<file path="config.mk">
export PLATFORM = sky130hd
export DESIGN_NAME = adcc_top
export DESIGN_NICKNAME = d
export VERILOG_FILES = /design/src/core/adcc_sync2.v /design/src/core/adcc_presc.v /design/src/core/adcc_top.v
export VERILOG_INCLUDE_DIRS = /design/src /design/src/inc
export SDC_FILE = /design/constraint.sdc
export NUM_CORES = 1
export LEC_CHECK = 0
export ABC_CLOCK_PERIOD_IN_PS = 3800
export BUFFER_PORTS_ARGS = -buffer_cell sky130_fd_sc_hd__buf_2
export CAP_MARGIN = 20
export CORE_MARGIN = 8
export CORE_UTILIZATION = 25
export DETAILED_ROUTE_END_ITERATION = 7
export GPL_TIMING_DRIVEN = 0
export MAX_ROUTING_LAYER = met4
export SYNTH_ARGS = -nofsm -noshare
export SYNTH_HDL_FRONTEND = slang
export SYNTH_HIERARCHICAL = 1
export SYNTH_SLANG_ARGS = --single-unit
</file>
<file path="constraint.sdc">
create_clock -name clk -period 3.8 [get_ports clk]
set_clock_uncertainty 0.15 [all_clocks]
set_input_delay 0.76 -clock clk [delete_from_list [all_inputs] [get_ports clk]]
set_output_delay 0.76 -clock clk [all_outputs]
set_load 0.01 [all_outputs]
</file>
<file path="src/inc/adcc_regs.vh">
// How it works
// RL1 - convert the source chosen by input select
// RL2 - start on software start bit or trigger
// RL3 - free-run restarts after each conversion end
// RL4 - each result overwrites the result register
// RL5 - result ready flag set on new result
// RL6 - overrun flag when unread result replaced
// RL7 - software reads each result promptly
// RL8 - enable set writes one, zero leaves unchanged
// RL9 - conversion paced by prescaled converter clock
// RL10 - software initializes before any conversion
// RL11 - protected registers written only while disabled
// RL12 - soft reset clears all but debug, disables
// RL13 - irq while enabled flag set, write-one clears
`ifndef ADCC_REGS_VH
`define ADCC_REGS_VH
// register byte offsets (paddr[7:0])
`define ADCC_OFF_CTL_A 8'h00
`define ADCC_OFF_CTL_B 8'h04
`define ADCC_OFF_REF 8'h08
`define ADCC_OFF_EVT 8'h0C
`define ADCC_OFF_CAL 8'h10
`define ADCC_OFF_INSEL 8'h14
`define ADCC_OFF_SOFT_TRIG 8'h18
`define ADCC_OFF_INTENCLR 8'h1C
`define ADCC_OFF_IEN_SET 8'h20
`define ADCC_OFF_IFLAG 8'h24
`define ADCC_OFF_RESULT 8'h28
`define ADCC_OFF_DBG 8'h2C
`define ADCC_OFF_STATUS 8'h30
// field positions
`define ADCC_CTL_A_SOFT_RST 0
`define ADCC_CTL_A_ENABLE 1
`define ADCC_CTL_A_FREERUN 2
`define ADCC_TRIG_START 1
`define ADCC_EV_STARTEI 0
`define ADCC_EV_RISING 1
`define ADCC_INT_READY 0
`define ADCC_INT_OVERRUN 1
`define ADCC_DBG_RUN 0
`define ADCC_STATUS_BUSY 0
// reset values
`define ADCC_CTL_A_RST 2'h0
`define ADCC_CTL_B_RST 3'h0
`define ADCC_REF_RST 4'h0
`define ADCC_EV_RST 2'h0
`define ADCC_CAL_RST 16'h0000
`define ADCC_INSEL_RST 5'h00
`define ADCC_INT_RST 2'h0
`define ADCC_RESULT_RST 12'h000
`define ADCC_DBG_RST 1'h0
// prescaled ticks per conversion
`define ADCC_CONV_TICKS 4'hD
`endif

</file>
<file path="src/core/adcc_sync2.v">
`timescale 1ns/1ps
`default_nettype none
// two flop synchroniser for levels from outside the clock domain
module adcc_sync2 #(
    parameter W = 1
) (
    input wire clk,
    input wire reset,
    input wire [W-1:0] d,
    output reg [W-1:0] q
);
    reg [W-1:0] meta_reg; // first stage, read by q only

    // both stages clear on reset
    always @(posedge clk) begin
        if (reset) begin
            meta_reg <= {W{1'b0}};
            q <= {W{1'b0}};
        end else begin
            meta_reg <= d;
            q <= meta_reg;
        end
    end
endmodule // adcc_sync2
`default_nettype wire

</file>
<file path="src/core/adcc_presc.v">
`timescale 1ns/1ps
`default_nettype none
// prescaler: one tick every 2^(sel+1) clocks while run is high
module adcc_presc (
    input wire clk,
    input wire reset,
    input wire run,
    input wire [2:0] sel,
    output wire tick
);
    reg [7:0] cnt_reg; // free count, restarted whenever run drops
    wire [7:0] mask; // low ones select the division

    assign mask = 8'hFF >> (3'h7 - sel);
    // tick when all masked bits are one
    assign tick = run & ((cnt_reg & mask) == mask); // RL9

    // count only while a conversion needs the clock
    always @(posedge clk) begin
        if (reset || !run) begin
            cnt_reg <= 8'h00;
        end else begin
            cnt_reg <= cnt_reg + 8'h01;
        end
    end
endmodule // adcc_presc
`default_nettype wire

</file>
<file path="src/core/adcc_top.v">
`timescale 1ns/1ps
`default_nettype none
`include "adcc_regs.vh"
// converter control: apb registers, trigger, sequencer, flags
module adcc_top (
    input wire clk,
    input wire reset,
    input wire psel,
    input wire penable,
    input wire pwrite,
    input wire [7:0] paddr,
    input wire [31:0] pwdata,
    output reg [31:0] prdata,
    output reg pready,
    output reg pslverr,
    output reg irq,
    input wire debug_halt,
    input wire trig_pin,
    input wire [11:0] fe_data,
    output reg [4:0] fe_select,
    output reg [3:0] fe_ref,
    output reg [15:0] fe_cal,
    output reg fe_sample
);
    // sequencer states
    localparam ST_IDLE = 2'h0;
    localparam ST_CONV = 2'h1;
    localparam ST_DONE = 2'h2;

    reg [1:0] control_a_register_reg; // [0] enable, [1] free run
    reg [2:0] control_b_register_reg; // prescaler select
    reg [1:0] ev_reg; // trigger enable and edge
    reg dbg_reg; // run while halted, survives soft reset
    reg [1:0] inten_reg; // interrupt enables
    reg [1:0] flag_reg; // sticky interrupt flags
    reg [11:0] result_reg; // last conversion result
    reg unread_reg; // result not yet read
    reg start_reg; // start request waiting for sequencer
    reg [1:0] state_reg;
    reg [1:0] state_next;
    reg [3:0] tick_reg; // prescaled ticks in this conversion
    reg trig_prev_reg; // last synced trigger level
    reg [31:0] rdata_next;
    reg rdok_next; // address is mapped

    wire trig_s; // synced trigger pin
    wire [11:0] data_s; // synced converter output
    wire tick;
    wire enable;
    wire freerun;
    wire acc; // apb access completes this edge
    wire wr;
    wire rd;
    wire soft_rst; // soft reset write
    wire rst_all; // hard or soft reset
    wire halted;
    wire trig_evt;
    wire start_set;
    wire conv_end;
    wire [1:0] flag_set;
    wire [1:0] flag_clr;

    assign enable = control_a_register_reg[0];
    assign freerun = control_a_register_reg[1];
    assign acc = psel & penable & pready;
    assign wr = acc & pwrite;
    assign rd = acc & ~pwrite;
    // soft reset acts on the completing write edge
    assign soft_rst = wr && (paddr == `ADCC_OFF_CTL_A) &&
                   pwdata[`ADCC_CTL_A_SOFT_RST]; // RL12
    assign rst_all = reset | soft_rst; // RL12
    // a debug halt freezes conversions unless told to run
    assign halted = debug_halt & ~dbg_reg;

    // trigger pin and converter data come from another domain
    adcc_sync2 #(.W(1)) u_trig_sync (
        .clk(clk),
        .reset(reset),
        .d(trig_pin),
        .q(trig_s)
    );
    adcc_sync2 #(.W(12)) u_data_sync (
        .clk(clk),
        .reset(reset),
        .d(fe_data),
        .q(data_s)
    );

    // prescaler only runs during a conversion
    adcc_presc u_presc (
        .clk(clk),
        .reset(rst_all),
        .run(state_reg == ST_CONV && !halted),
        .sel(control_b_register_reg),
        .tick(tick)
    );

    // trigger fires on the chosen edge of the synced pin
    assign trig_evt = ev_reg[`ADCC_EV_STARTEI] &&
        (ev_reg[`ADCC_EV_RISING] ? (trig_s & ~trig_prev_reg) :
                                   (~trig_s & trig_prev_reg));
    // software start bit or automatic trigger
    assign start_set = enable && (trig_evt || (wr &&
        (paddr == `ADCC_OFF_SOFT_TRIG) &&
        pwdata[`ADCC_TRIG_START])); // RL2
    assign conv_end = (state_reg == ST_DONE);

    // flag events and write-one clears
    assign flag_set = {conv_end & unread_reg, conv_end}; // RL5 RL6
    assign flag_clr = (wr && paddr == `ADCC_OFF_IFLAG) ?
                      pwdata[1:0] : 2'h0; // RL13

    // control registers and their write rules
    always @(posedge clk) begin
        if (rst_all) begin
            control_a_register_reg <= `ADCC_CTL_A_RST; // RL12
            control_b_register_reg <= `ADCC_CTL_B_RST;
            fe_ref <= `ADCC_REF_RST;
            ev_reg <= `ADCC_EV_RST;
            fe_cal <= `ADCC_CAL_RST;
            fe_select <= `ADCC_INSEL_RST;
            inten_reg <= `ADCC_INT_RST;
        end else if (wr) begin
            case (paddr)
                `ADCC_OFF_CTL_A: begin
                    control_a_register_reg <= {pwdata[`ADCC_CTL_A_FREERUN],
                                  pwdata[`ADCC_CTL_A_ENABLE]};
                end
                // protected registers ignore writes when enabled
                `ADCC_OFF_CTL_B: begin
                    if (!enable) begin
                        control_b_register_reg <= pwdata[2:0]; // RL11
                    end
                end
                `ADCC_OFF_REF: begin
                    if (!enable) begin
                        fe_ref <= pwdata[3:0]; // RL11
                    end
                end
                `ADCC_OFF_EVT: begin
                    if (!enable) begin
                        ev_reg <= pwdata[1:0]; // RL11
                    end
                end
                `ADCC_OFF_CAL: begin
                    if (!enable) begin
                        fe_cal <= pwdata[15:0]; // RL11
                    end
                end
                // channel select goes straight to the front end
                `ADCC_OFF_INSEL: begin
                    fe_select <= pwdata[4:0]; // RL1
                end
                // ones set, zeros leave the enable alone
                `ADCC_OFF_IEN_SET: begin
                    inten_reg <= inten_reg | pwdata[1:0]; // RL8
                end
                `ADCC_OFF_INTENCLR: begin
                    inten_reg <= inten_reg & ~pwdata[1:0];
                end
                default: begin
                end
            endcase
        end
    end

    // debug control is kept over a soft reset
    always @(posedge clk) begin
        if (reset) begin
            dbg_reg <= `ADCC_DBG_RST;
        end else if (wr && paddr == `ADCC_OFF_DBG) begin
            dbg_reg <= pwdata[`ADCC_DBG_RUN]; // RL12
        end
    end

    // sequencer next state
    always @* begin
        state_next = state_reg;
        case (state_reg)
            ST_IDLE: begin
                if (start_reg && enable && !halted) begin
                    state_next = ST_CONV;
                end
            end
            ST_CONV: begin
                // fixed tick count sets the conversion time
                if (tick && tick_reg == `ADCC_CONV_TICKS - 4'h1) begin
                    state_next = ST_DONE; // RL9
                end
            end
            ST_DONE: begin
                // free run chains straight into the next one
                if (freerun && enable) begin
                    state_next = ST_CONV; // RL3
                end else begin
                    state_next = ST_IDLE;
                end
            end
            default: begin
                state_next = ST_IDLE;
            end
        endcase
        // a disable aborts any conversion in flight
        if (!enable) begin
            state_next = ST_IDLE;
        end
    end

    // sequencer state, tick count and sample strobe
    always @(posedge clk) begin
        if (rst_all) begin
            state_reg <= ST_IDLE;
            tick_reg <= 4'h0;
            fe_sample <= 1'b0;
        end else begin
            state_reg <= state_next;
            if (state_next != ST_CONV || state_reg != ST_CONV) begin
                tick_reg <= 4'h0;
            end else if (tick) begin
                tick_reg <= tick_reg + 4'h1;
            end
            fe_sample <= (state_next == ST_CONV); // RL1
        end
    end

    // start request held until the sequencer takes it
    always @(posedge clk) begin
        if (rst_all) begin
            start_reg <= 1'b0;
        end else if (start_set) begin
            start_reg <= 1'b1; // RL2
        end else if (state_reg == ST_IDLE && state_next == ST_CONV) begin
            start_reg <= 1'b0;
        end else if (!enable) begin
            start_reg <= 1'b0;
        end
    end

    // trigger edge history
    always @(posedge clk) begin
        if (rst_all) begin
            trig_prev_reg <= 1'b0;
        end else begin
            trig_prev_reg <= trig_s;
        end
    end

    // result capture; a new result beats a read in the same cycle
    always @(posedge clk) begin
        if (rst_all) begin
            result_reg <= `ADCC_RESULT_RST;
            unread_reg <= 1'b0;
        end else if (conv_end) begin
            result_reg <= data_s; // RL4
            unread_reg <= 1'b1;
        end else if (rd && paddr == `ADCC_OFF_RESULT) begin
            unread_reg <= 1'b0;
        end
    end

    // sticky flags: set wins over a same-cycle clear
    always @(posedge clk) begin
        if (rst_all) begin
            flag_reg <= `ADCC_INT_RST;
        end else begin
            flag_reg <= (flag_reg & ~flag_clr) | flag_set; // RL5 RL6 RL13
        end
    end

    // one level interrupt for all enabled flags
    always @(posedge clk) begin
        if (rst_all) begin
            irq <= 1'b0;
        end else begin
            irq <= |(flag_reg & inten_reg); // RL13
        end
    end

    // read data mux; unmapped offsets read zero with an error
    always @* begin
        rdata_next = 32'h00000000;
        rdok_next = 1'b1;
        case (paddr)
            `ADCC_OFF_CTL_A: begin
                rdata_next[`ADCC_CTL_A_ENABLE] = enable;
                rdata_next[`ADCC_CTL_A_FREERUN] = freerun;
            end
            `ADCC_OFF_CTL_B: begin
                rdata_next[2:0] = control_b_register_reg;
            end
            `ADCC_OFF_REF: begin
                rdata_next[3:0] = fe_ref;
            end
            `ADCC_OFF_EVT: begin
                rdata_next[1:0] = ev_reg;
            end
            `ADCC_OFF_CAL: begin
                rdata_next[15:0] = fe_cal;
            end
            `ADCC_OFF_INSEL: begin
                rdata_next[4:0] = fe_select;
            end
            // start bit is write only
            `ADCC_OFF_SOFT_TRIG: begin
                rdata_next = 32'h00000000;
            end
            `ADCC_OFF_INTENCLR: begin
                rdata_next[1:0] = inten_reg;
            end
            `ADCC_OFF_IEN_SET: begin
                rdata_next[1:0] = inten_reg;
            end
            `ADCC_OFF_IFLAG: begin
                rdata_next[1:0] = flag_reg;
            end
            `ADCC_OFF_RESULT: begin
                rdata_next[11:0] = result_reg;
            end
            `ADCC_OFF_DBG: begin
                rdata_next[`ADCC_DBG_RUN] = dbg_reg;
            end
            `ADCC_OFF_STATUS: begin
                rdata_next[`ADCC_STATUS_BUSY] = (state_reg != ST_IDLE);
            end
            default: begin
                rdok_next = 1'b0;
            end
        endcase
    end

    // apb answer: one wait state, pready for a single cycle
    always @(posedge clk) begin
        if (reset) begin
            pready <= 1'b0;
            pslverr <= 1'b0;
            prdata <= 32'h00000000;
        end else begin
            pready <= psel & penable & ~pready;
            pslverr <= psel & penable & ~pready & ~rdok_next;
            if (psel && penable && !pready && !pwrite) begin
                prdata <= rdata_next;
            end else begin
                prdata <= 32'h00000000;
            end
        end
    end
endmodule // adcc_top
`default_nettype wire

</file>
# Yosys cells after proc, flatten, opt, wreduce, memory -nomap -nowiden
# Index checks and enable logic that the tools add are counted.
dict set report word_totals {
  regBits 128
  input_bits 59
  out_inout_bits 61
  elab_cells 143
}
dict set report classes {
  addsub 3
  n_eq_ne 20
  shift 1
  mux 20
  bitwise 29
  reduce_logical 43
}
# op n
set op_table {}
lappend op_table {{$eq A8 B6 Y1 const B} 5}
lappend op_table {{$eq A8 B5 Y1 const B} 4}
lappend op_table {{$logic_and A1 B1 Y1} 18}
lappend op_table {{$eq A8 B4 Y1 const B} 2}
lappend op_table {{$pmux W7 S2} 1}
lappend op_table {{$reduce_or A13 Y1} 1}
lappend op_table {{$reduce_and A3 Y1} 4}
lappend op_table {{$and A1 B1 Y1} 11}
lappend op_table {{$pmux W1 S10} 1}
lappend op_table {{$not A1 Y1} 9}
lappend op_table {{$pmux W1 S9} 1}
lappend op_table {{$add A8 B1 Y8 const B} 1}
lappend op_table {{$and A8 B8 Y8} 1}
lappend op_table {{$eq A8 B3 Y1 const B} 1}
lappend op_table {{$eq A8 B8 Y1} 1}
lappend op_table {{$logic_not A8 Y1} 1}
lappend op_table {{$mux W1} 8}
lappend op_table {{$mux W2} 4}
lappend op_table {{$reduce_or A2 Y1} 4}
lappend op_table {{$shr A8 B3 Y8 const A} 1}
lappend op_table {{$and A2 B2 Y2} 3}
lappend op_table {{$pmux W1 S6} 1}
lappend op_table {{$pmux W2 S3} 1}
lappend op_table {{$reduce_and A2 Y1} 3}
lappend op_table {{18 further kinds} 29}

# Logic depth before layout (Yosys ltp)
# Gate-level depths: netlist of run 1.
dict set report depth {
  depth_word 13
  mapped_depth 10
  depth_no_buf 8
}

# Hierarchy
# Netlist of run 1, hierarchy kept.
# mod n_inst cells_each area_per_inst_um2 seq_area_each_um2
set by_module_without_submodules {}
lappend by_module_without_submodules {adcc_top 1 400 3508.4 1561.5}
lappend by_module_without_submodules {{adcc_sync2 at u_data_sync} 1 50 693.2 480.5}
lappend by_module_without_submodules {adcc_presc 1 43 356.6 160.2}
lappend by_module_without_submodules {{adcc_sync2 at u_trig_sync} 1 4 52.6 40.0}

# Worst setup path after synthesis of run 1
# OpenSTA, ideal clock, no wires.
dict set report synth_path {
  path_type {input-to-reg}
  from {input paddr[4]}
  to {register u_presc.cnt_reg[2]}
  setup_ns 0.124
  arrival_time_ns 2.410
  t_required_ns 3.526
  setup_slack_ns 1.116
  path_stages 10
  n_path_buf 4
  path_cell_list {buf_4 > nor4_4 > nand2_2 > nor2_1 > a21o_1 > buf_2 > buf_4 > nand2b_1 > clkbuf_1 > nor2_1}
}
dict set report synth_between {
  elab_chain_len 5
}
# item line
set synth_rtl {}
lappend synth_rtl {{start, declared} adcc_top.v:11} ;# input wire [7:0] paddr,
lappend synth_rtl {{$logic_not A8 Y1} n/a}
lappend synth_rtl {{$logic_and A1 B1 Y1 (2 in a row)} adcc_top.v:69} ;# assign soft_rst = wr && (paddr == `ADCC_OFF_CTL_A) &&
lappend synth_rtl {{$or A1 B1 Y1} adcc_top.v:71} ;# assign rst_all = reset | soft_rst;
lappend synth_rtl {{via rst_all} adcc_top.v:55} ;# wire rst_all;
lappend synth_rtl {{$logic_or A1 B1 Y1} adcc_presc.v:20} ;# if (reset || !run) begin
lappend synth_rtl {{end signal, assigned} adcc_presc.v:23} ;# cnt_reg <= cnt_reg + 8'h01;
lappend synth_rtl {{end, declared} adcc_presc.v:11} ;# reg [7:0] cnt_reg;
# The timed path passes the listed nets, and every way through them passes these cells.
# A chain may end at the register's enable or synchronous reset.

# Worst setup path after layout of run 1
dict set report layout_path {
  from {input paddr[4]}
  to {register u_presc.cnt_reg[6]}
}
# The elaborated chain is that of the path after synthesis.

==> results of run 1 <==
layout make-up:
cell class	count	area, µm²	area share (%)
Sequential cell	112	2240	39.7
Multi-Input combinational cell	352	2120	37.6
Timing Repair Buffer	80	400	7.08
Tap cell	229	287	5.07
Buffer	43	282	4.98
Clock buffer	10	229	4.05
Clock inverter	6	61.3	1.08
Inverter	5	18.8	0.332
Antenna cell	3	7.51	0.133
power breakdown:
part / leakage, µW / internal, µW / total, µW / switching (µW)
Combinational: 0.00114 / 52.2 / 123 / 71.0
Sequential: 0.000908 / 1190 / 1190 / 3.67
Clock: 0.000138 / 462 / 921 / 458
Total: 0.00219 / 1700 / 2230 / 533
worst max-delay path, stage by stage:
cell,delay (ns)
buf_4,0.15
nor4_4,0.46
nand2_2,0.20
nor2_1,0.22
a21o_1,0.14
buf_2,0.16
buf_4,0.23
nand2b_1,0.12
clkbuf_1,0.28
nor2_1,0.09
cells in the mapped netlist (all sizes together), types with 7 or more instances:
| master | instances |
|---|---|
| dfxtp | 112 |
| buf | 33 |
| clkbuf | 10 |
| and2 | 7 |
| nor3 | 14 |
| nand3 | 7 |
| o21ai | 17 |
| mux2i | 24 |
| nor2b | 24 |
| nor2 | 40 |
| nand2 | 83 |
| a22o | 7 |
| a21oi | 44 |
| nand4 | 10 |
stage by stage:
| step | area (µm²) | cells | hold WS [ns] | utilization (%) | total power [µW] |
|---|---|---|---|---|---|
| 2_1_floorplan | 4670 | 512 | 0.261 | - | 1300 |
| 3_3_place_gp | 5350 | 821 | 0.266 | 29.7 | 1340 |
| 3_5_place_dp | 5350 | 821 | 0.270 | 29.7 | 1340 |
| 4_1_cts | 5640 | 837 | 0.286 | 31.3 | 2260 |
| 5_1_grt | 5650 | 840 | 0.299 | 31.4 | 2330 |
| 6_report | 5650 | 840 | 0.282 | 31.4 | 2230 |
worst max path at each step:
stage / startpoint / cells past startpoint / slack [ns] / end
after detailed placement: paddr[4] / 10 / 0.72 / u_presc/cnt_reg[4]$_SDFF_PP0_
after floorplan: paddr[4] / 10 / 1.12 / u_presc/cnt_reg[2]$_SDFF_PP0_
final: paddr[4] / 10 / 1.05 / u_presc/cnt_reg[6]$_SDFF_PP0_
after global routing: psel / 11 / 0.83 / u_presc/cnt_reg[6]$_SDFF_PP0_
after global placement: paddr[4] / 10 / 0.72 / u_presc/cnt_reg[4]$_SDFF_PP0_
after CTS: paddr[4] / 10 / 1.08 / u_presc/cnt_reg[6]$_SDFF_PP0_
per-layer routing:
metal  vias to the layer above  global-route usage [%]  routed length (µm)
met2                       115                    18.0                6140
met5                         -                       -                   0
li1                       1882                       -                   -
met4                         0                    4.86                 236
met3                        17                    2.68                 801
met1                      1674                    13.4                5570
cell families after synthesis:
kind of cell	Yosys count
muxes	25
DFF	112
other	1
adders and majority gates	3
AOI/OAI and AO/OA	89
and+or+nand+nor	213
xor gates and xnor gates	6
buffers and inverters	48
==> impl_metrics.py, run 1 <==
metrics = {
    "synthesis": {
        "synthMuxAreaShare_pct": 5.45,
        "synth_adder_area_share_pct": 0.814,
        "seq_area_frac_synth_pct": 48.6,
        "synth_compound_area_share_pct": 12.3,
        "yosys_register_bits": 112,
        "synth_top_family_by_area": "simple AND/OR/NAND/NOR gates",
        "yosysTopAreaCell": "dfxtp_1",
        "yosys.area.top_type_share_pct": 48.6,
        "post_synth_xor_xnor_area_pct": 1.14,
        "synth_edf_count": 0,
        "post_synth_cell_types": 54,
        "syn_area_um2": 4610,
        "syn-instance-count": 497,
        "yosys_warnings": 6,
        "synth_top_cells_by_area": "dfxtp_1 (49%), nand2_1 (5.8%), mux2i_1 (5.2%), a21oi_1 (3.7%), buf_4 (3.6%)",
        "post_synth.cell_area_avg_um2": 9.28,
        "synth_simple_gate_area_share_pct": 25.0,
        "synth_async_sr_flop_share_pct": 0,
        "synth_ff_type": "dfxtp_1",
    },
    "detailed_routing": {
        "detail-route-antenna-nets": 0,
        "vias_per_cell": 4.39,
        "detailroute.via_count": 3688,
        "first_pass_iters": 5,
        "totalWireLength_um": 12700,
        "wl_per_cell_um": 15.2,
        "drcViolationCount": 0,
        "drt_first_iter_violations": 349,
    },
    "floorplan": {
        "floorplan.die_area_um2": 23000,
        "fp.dieW_um": 152,
        "core_region_area_um2": 18000,
        "floorplan.die.height_um": 152,
        "floorplan.io_pins": 120,
        "placementRows": 49,
        "initial_core_util_pct": 25.6,
    },
    "sta": {
        "max_freq_mhz": 364,
        "post-route-period-util_pct": 72.4,
        "postLayoutSetupSlackWorst_ns": 1.05,
        "drv_slew": 0,
        "worstMarginPinSlew_ns": 0.632,
        "finalSetupViolCount": 0,
        "grt_setup_unrepaired": "no",
        "hold_violations": 0,
        "final_period_minus_worst_setup_slack_ns": 2.75,
        "totalNegativeSetupSlack_ns": 0,
        "slew_headroom_pct": 57.6,
    },
    "hold_path": {
        "timing.hold.worst.class": "reg2reg",
        "min_from": "u_data_sync/meta_reg[11]$_SDFF_PP0_",
        "whs_endpoint": "u_data_sync/q[11]$_SDFF_PP0_",
        "min_delay_path_depth": 1,
    },
    "cts": {
        "cts_inserted_buffers": 9,
        "max-clock-path-buffers": 2,
        "worst_skew_pair.late_latency_ns": 0.35,
        "cts-resized-gates": 0,
        "clkSlewWorstSetupHoldPaths_ns": 0.08,
        "postCtsHoldBufs": 0,
        "cts_tree": "done",
        "ctsRootBufferMaster": "clkbuf_16",
        "numClockSinks": 112,
        "cts.htree.levels": 3,
        "post-cts-setup-buffers": 0,
    },
    "cells_and_area": {
        "net_count_reported_at_finish": 665,
        "biggestRegsByFlops": "fe_cal: 16 flops, prdata: 16 flops",
        "mostFrequentLayoutCells": "dfxtp_1 (112), buf_2 (86), nand2_1 (71)",
        "layout-drive-gt1-share_pct": 28.3,
        "layout_commonest_cell": "dfxtp_1",
        "syn2layout_area_growth_pct": 22.6,
        "fill_cells": 1916,
    },
    "setup_path": {
        "crit-reg2reg-capture": "u_presc/cnt_reg[6]$_SDFF_PP0_",
        "cp.arrival_ns": 2.83,
        "reg2reg_depth": 10,
        "register_to_register_setup_slack_ns": 1.15,
        "max_fanout_on_critical_path": 10,
        "path_class": "in2reg",
        "reg2reg_from": "pready$_SDFF_PP0_",
        "worst_ep_required_time_ns": 3.88,
        "startpoint_type": "input port",
        "end_kind": "register",
    },
    "pwr": {
        "vdd_ir_drop_max_uv": 182,
        "power_density_nw_per_um2": 395,
        "pleak_uw": 0.00219,
    },
    "placed_design": {
        "hpwl_um": 9680,
        "io_buffers": 80,
        "gpl.final_weighted_congestion": 0.843,
        "dp_slack_ns": 0.723,
    },
    "global_routing": {
        "grt_first_pass_wirelength_um": 20400,
        "global_route.overflow_total": 0,
        "grt_pass1_vias": 3624,
        "grt_start_max_net_pins": 21,
        "number_of_antenna_violations_at_the_first_check_in_global_routing": 3,
        "global_route.usage.total_pct": 11.3,
    },
    "status": {
        "outcome": "completed",
    },
    "run": {
        "cap_violations": 0,
    },
}
Power figures use the tool's default switching activity.
==> run 2, diff against run 1 <==
--- a/config.mk
+++ b/config.mk
@@ -6,7 +6,7 @@
 export SDC_FILE = /design/constraint.sdc
 export NUM_CORES = 1
 export LEC_CHECK = 0
-export ABC_CLOCK_PERIOD_IN_PS = 3800
+export ABC_CLOCK_PERIOD_IN_PS = 2270
 export BUFFER_PORTS_ARGS = -buffer_cell sky130_fd_sc_hd__buf_2
 export CAP_MARGIN = 20
 export CORE_MARGIN = 8
==> constraint.sdc (replaced) <==
create_clock -name clk -period 2.27 [get_ports clk]
set_clock_uncertainty 0.15 [all_clocks]
set_input_delay 0.454 -clock clk [delete_from_list [all_inputs] [get_ports clk]]
set_output_delay 0.454 -clock clk [all_outputs]
set_load 0.01 [all_outputs]
==> impl_metrics.py, run 2 (synthesized netlist as in run 1, its figures left out) <==
metrics = {
    "setup_path": {
        "startpoint_type": "input port",
        "cp_cell_sequence": "buf_4, nor4_4, nand2_2, nor2_4, a21o_1, buf_2, buf_6, nand2b_1, buf_2, nor2_1",
        "crit_slowest_cell": "nor4_4",
        "path_class": "in2reg",
        "cp.arrival_ns": 2.26,
        "worst_ep_required_time_ns": 2.37,
        "cell_mode_on_critical_path": "buf_2",
        "max_fanout_on_critical_path": 10,
        "critical-path-max-stage-delay_ns": 0.43,
        "end_kind": "register",
    },
    "cts": {
        "cts_inserted_buffers": 9,
        "cts_tree": "done",
        "max-clock-path-buffers": 2,
        "numClockSinks": 112,
        "worst_skew_pair.late_latency_ns": 0.35,
        "ctsRootBufferMaster": "clkbuf_16",
        "postCtsHoldBufs": 0,
        "clkSlewWorstSetupHoldPaths_ns": 0.08,
        "cts.htree.levels": 3,
    },
    "pwr": {
        "pleak_uw": 0.00222,
        "vdd_ir_drop_max_uv": 342,
        "p_int_uw": 2890,
        "power_density_nw_per_um2": 670,
        "power.switching_uw": 931,
        "power.combinational.fraction_pct": 5.5,
        "share_clk_of_total_power_pct": 42.4,
        "power_switching_share_pct": 24.4,
        "power_frac_seq_pct": 52.1,
    },
    "detailed_routing": {
        "vias_per_cell": 4.42,
        "detailroute.via_count": 3711,
        "drt_first_iter_violations": 302,
        "detail-route-antenna-nets": 0,
        "first_pass_iters": 4,
        "drcViolationCount": 0,
        "wl_per_cell_um": 15.1,
        "totalWireLength_um": 12700,
    },
    "global_routing": {
        "grt_start_max_net_pins": 22,
        "global_route.usage.total_pct": 11.1,
        "global_route.overflow_total": 0,
        "grt_pass1_vias": 3569,
        "number_of_antenna_violations_at_the_first_check_in_global_routing": 1,
        "grt_first_pass_wirelength_um": 19900,
    },
    "cells_and_area": {
        "post-route-util_pct": 31.6,
        "layout-drive-gt1-share_pct": 29.7,
        "net_count_reported_at_finish": 667,
        "syn2layout_area_growth_pct": 23.7,
        "layout_commonest_cell": "dfxtp_1",
        "mostFrequentLayoutCells": "dfxtp_1 (111), buf_2 (87), nand2_1 (71)",
        "biggestRegsByFlops": "fe_cal: 16 flops, prdata: 16 flops",
        "area_of_all_placed_cells_without_fillers_um2": 5700,
    },
    "sta": {
        "postLayoutSetupSlackWorst_ns": 0.106,
        "post-route-period-util_pct": 95.3,
        "max_freq_mhz": 462,
        "drv_slew": 0,
        "worstMarginPinSlew_ns": 0.646,
        "grt_setup_unrepaired": "no",
        "slew_headroom_pct": 56.6,
        "hold_violations": 0,
        "totalNegativeSetupSlack_ns": 0,
        "holdWs_ns": 0.150,
        "finalSetupViolCount": 0,
        "final_period_minus_worst_setup_slack_ns": 2.16,
    },
    "status": {
        "outcome": "completed",
    },
    "placed_design": {
        "placed_cell_area_um2": 5360,
        "gpl.final_weighted_congestion": 0.901,
        "dp_slack_ns": -0.328,
        "hpwl_um": 9550,
        "io_buffers": 80,
    },
    "floorplan": {
        "fp.dieW_um": 152,
        "core_region_area_um2": 18000,
        "placementRows": 49,
        "floorplan.die.height_um": 152,
        "floorplan.die_area_um2": 23000,
        "floorplan.io_pins": 120,
        "initial_core_util_pct": 25.6,
    },
    "hold_path": {
        "timing.hold.worst.class": "in2reg",
    },
    "run": {
        "cap_violations": 0,
    },
}
## run 2: cell count changes in the layout (fill, tap and decap cells not counted), moves of 2 or more
cell      delta
diode_2      -2
buf_4        +2
nor2_1       -2
clkbuf_1     -3
## run 2: worst max-delay path, delay by kind of cell
kind	cells	cell delay, ns
AOI/OAI and AO/OA	1	0.12
buffers and inverters	4	0.70
and+or+nand+nor	5	0.96
## run 2: final timing paths
check / slack [ns] / endpoint / cells past startpoint / start
max: 0.11 / u_presc/cnt_reg[2]$_SDFF_PP0_ / 10 / paddr[4]
min reg2reg: 0.29 / result_reg[2]$_SDFFE_PP0N_ / 2 / u_data_sync/q[2]$_SDFF_PP0_
max reg2reg: 0.11 / prdata[11]$_SDFF_PP0_ / 5 / pready$_SDFF_PP0_
min: 0.15 / u_data_sync/meta_reg[8]$_SDFF_PP0_ / 2 / fe_data[8]
## run 2: through the flow
stage / instances / power [µW]
after floorplan: 512 / 2170
after global placement: 821 / 2240
after detailed placement: 821 / 2240
after CTS: 836 / 3870
after global routing: 840 / 3960
final: 840 / 3820
## run 2: what timing repair did
action | 4_1_cts | 5_1_grt
setup endpoints to repair | 8 | 17
gates resized for setup | 2 | 5
setup buffers | 0 | 3
pin swaps | 0 | 3
## run 2: area by class of cell
type                            instances  area [µm²]
Antenna cell                            1        2.50
Clock buffer                           10         239
Multi-Input combinational cell        352        2140
Fill cell                            1923       12300
Tap cell                              229         287
Timing Repair Buffer                   83         423
Buffer                                 42         283
Sequential cell                       112        2240
Inverter                                5        18.8
Clock inverter                          6        70.1
## run 2: metal layers
layer,share of wire (%),track usage [%]
met3,5.5,2.85
met4,1.8,4.10
met1,46,13.4
met2,47,17.4
met5,0,-
## run 2: power by group through the flow
stage / combinational [µW] / clock (µW) / sequential (µW)
floorplan: 132 / 0 / 2040
global placement: 205 / 0 / 2040
detailed placement: 206 / 0 / 2040
CTS: 207 / 1670 / 1990
global route: 229 / 1740 / 1990
finish: 209 / 1620 / 1990
==> run 3, diff against run 2 <==
--- a/config.mk
+++ b/config.mk
@@ -11,6 +11,7 @@
 export CAP_MARGIN = 20
 export CORE_MARGIN = 8
 export CORE_UTILIZATION = 25
+export CTS_BUF_LIST = sky130_fd_sc_hd__clkbuf_8
 export DETAILED_ROUTE_END_ITERATION = 7
 export GPL_TIMING_DRIVEN = 0
 export MAX_ROUTING_LAYER = met4
==> impl_metrics.py, run 3 (synthesized netlist as in run 1, its figures left out) <==
metrics = {
    "setup_path": {
        "crit_slowest_cell": "nor4_4",
        "startpoint_type": "input port",
        "cell_mode_on_critical_path": "buf_4",
        "max_fanout_on_critical_path": 10,
        "buffer_and_inverter_count_on_the_worst_path": 4,
        "top_family_by_delay_on_critical_path": "simple AND/OR/NAND/NOR gates",
        "path_class": "in2reg",
        "worst_ep_required_time_ns": 2.40,
        "end_kind": "register",
        "cp.arrival_ns": 2.31,
        "cp_cell_sequence": "buf_4, nor4_4, nand2_2, nor2_4, a21o_1, buf_2, buf_4, nand2b_1, clkbuf_2, nor2_1",
        "critical-path-max-stage-delay_ns": 0.43,
        "reg2reg_from": "pready$_SDFF_PP0_",
        "startpoint": "paddr[4]",
    },
    "hold_path": {
        "min_from": "fe_data[8]",
        "timing.hold.worst.class": "in2reg",
    },
    "floorplan": {
        "placementRows": 49,
        "fp.dieW_um": 152,
        "core_region_area_um2": 18000,
        "floorplan.die.height_um": 152,
        "floorplan.io_pins": 120,
        "floorplan.die_area_um2": 23000,
        "initial_core_util_pct": 25.6,
    },
    "global_routing": {
        "grt_pass1_vias": 3571,
        "number_of_antenna_violations_at_the_first_check_in_global_routing": 1,
        "grt_start_max_net_pins": 22,
        "grt_first_pass_wirelength_um": 19800,
        "global_route.usage.total_pct": 11.0,
        "global_route.overflow_total": 0,
    },
    "cts": {
        "postCtsHoldBufs": 0,
        "numClockSinks": 112,
        "cts_tree": "done",
        "cts_inserted_buffers": 9,
        "worst_skew_pair.late_latency_ns": 0.38,
        "max-clock-path-buffers": 2,
        "cts.htree.levels": 3,
        "clkSlewWorstSetupHoldPaths_ns": 0.12,
        "ctsRootBufferMaster": "clkbuf_8",
    },
    "cells_and_area": {
        "biggestRegsByFlops": "fe_cal: 16 flops, prdata: 16 flops",
        "fill_cells": 1946,
        "multiInputGateArea_um2": 2140,
        "net_count_reported_at_finish": 665,
        "layout_commonest_cell": "dfxtp_1",
        "layout-drive-gt1-share_pct": 29.4,
        "area_of_all_placed_cells_without_fillers_um2": 5580,
        "syn2layout_area_growth_pct": 21.1,
        "post-route-util_pct": 31.0,
        "sequential_cell_area_um2": 2240,
        "mostFrequentLayoutCells": "dfxtp_1 (111), buf_2 (86), nand2_1 (71)",
    },
    "sta": {
        "slew_headroom_pct": 56.0,
        "post-route-period-util_pct": 96.0,
        "totalNegativeSetupSlack_ns": 0,
        "worstMarginPinSlew_ns": 0.655,
        "holdWs_ns": 0.122,
        "drv_slew": 0,
        "hold_violations": 0,
        "grt_setup_unrepaired": "no",
        "max_freq_mhz": 459,
        "final_period_minus_worst_setup_slack_ns": 2.18,
        "finalSetupViolCount": 0,
    },
    "detailed_routing": {
        "wl_per_cell_um": 15.1,
        "detailroute.via_count": 3731,
        "detail-route-antenna-nets": 0,
        "vias_per_cell": 4.45,
        "drt_first_iter_violations": 315,
        "first_pass_iters": 5,
        "drcViolationCount": 0,
        "totalWireLength_um": 12700,
    },
    "pwr": {
        "pleak_uw": 0.00217,
        "post-layout-total-power_uw": 3430,
        "power_density_nw_per_um2": 615,
        "vdd_ir_drop_max_uv": 268,
    },
    "placed_design": {
        "placed_cell_area_um2": 5360,
        "io_buffers": 80,
        "gpl.final_weighted_congestion": 0.901,
        "hpwl_um": 9550,
    },
    "run": {
        "cap_violations": 0,
    },
    "status": {
        "outcome": "completed",
    },
}
## run 3: through the flow
stage               setup slack (ns)  std cells
finish                        0.0907        838
global route                 0.00354        838
CTS                           0.0137        836
detailed placement            -0.328        821
global placement              -0.342        821
floorplan                     0.0324        512
## run 3: worst register-to-register path: stages, from the launching register on
cell and delay [ns]:
dfxtp_2 0.37, or4_1 0.49, clkbuf_1 0.21, nor2_1 0.22, clkbuf_1 0.44, a22o_1 0.23
## run 3: worst paths after layout
check                           slack, ns  depth (start not counted)                                  to
worst max-delay path                 0.09                         10       u_presc/cnt_reg[2]$_SDFF_PP0_
worst min-delay path                 0.12                          2  u_data_sync/meta_reg[8]$_SDFF_PP0_
worst max register to register       0.12                          5               prdata[11]$_SDFF_PP0_
worst min register to register       0.28                          2          result_reg[9]$_SDFFE_PP0N_
## run 3: report_power, final
group | switching, µW | internal (µW) | total [µW]
combinational | 120 | 88.3 | 208
sequential | 5.88 | 1990 | 1990
clock | 761 | 469 | 1230
## run 3: area by class of cell
type	count	share of cell area (%)
Timing Repair Buffer	81	7.31
Sequential cell	112	40.2
Antenna cell	1	0.0448
Clock buffer	10	2.47
Clock inverter	6	1.26
Multi-Input combinational cell	352	38.3
Tap cell	229	5.13
Inverter	5	0.336
Buffer	42	5.00
## run 3: repair_timing
item / 4_1_cts / 5_1_grt
buffers inserted: 0 / 1
pin swaps: 0 / 1
resized for setup: 1 / 4
setup endpoints to repair: 8 / 13
## run 3: layer usage
metal	wire (µm)	track usage, %	part of all wire, %	vias to the layer above
met5	0	-	0	-
met2	5870	17.1	46	120
met1	5780	13.3	46	1715
met3	707	2.77	5.6	20
li1	-	-	-	1876
met4	305	4.34	2.4	0
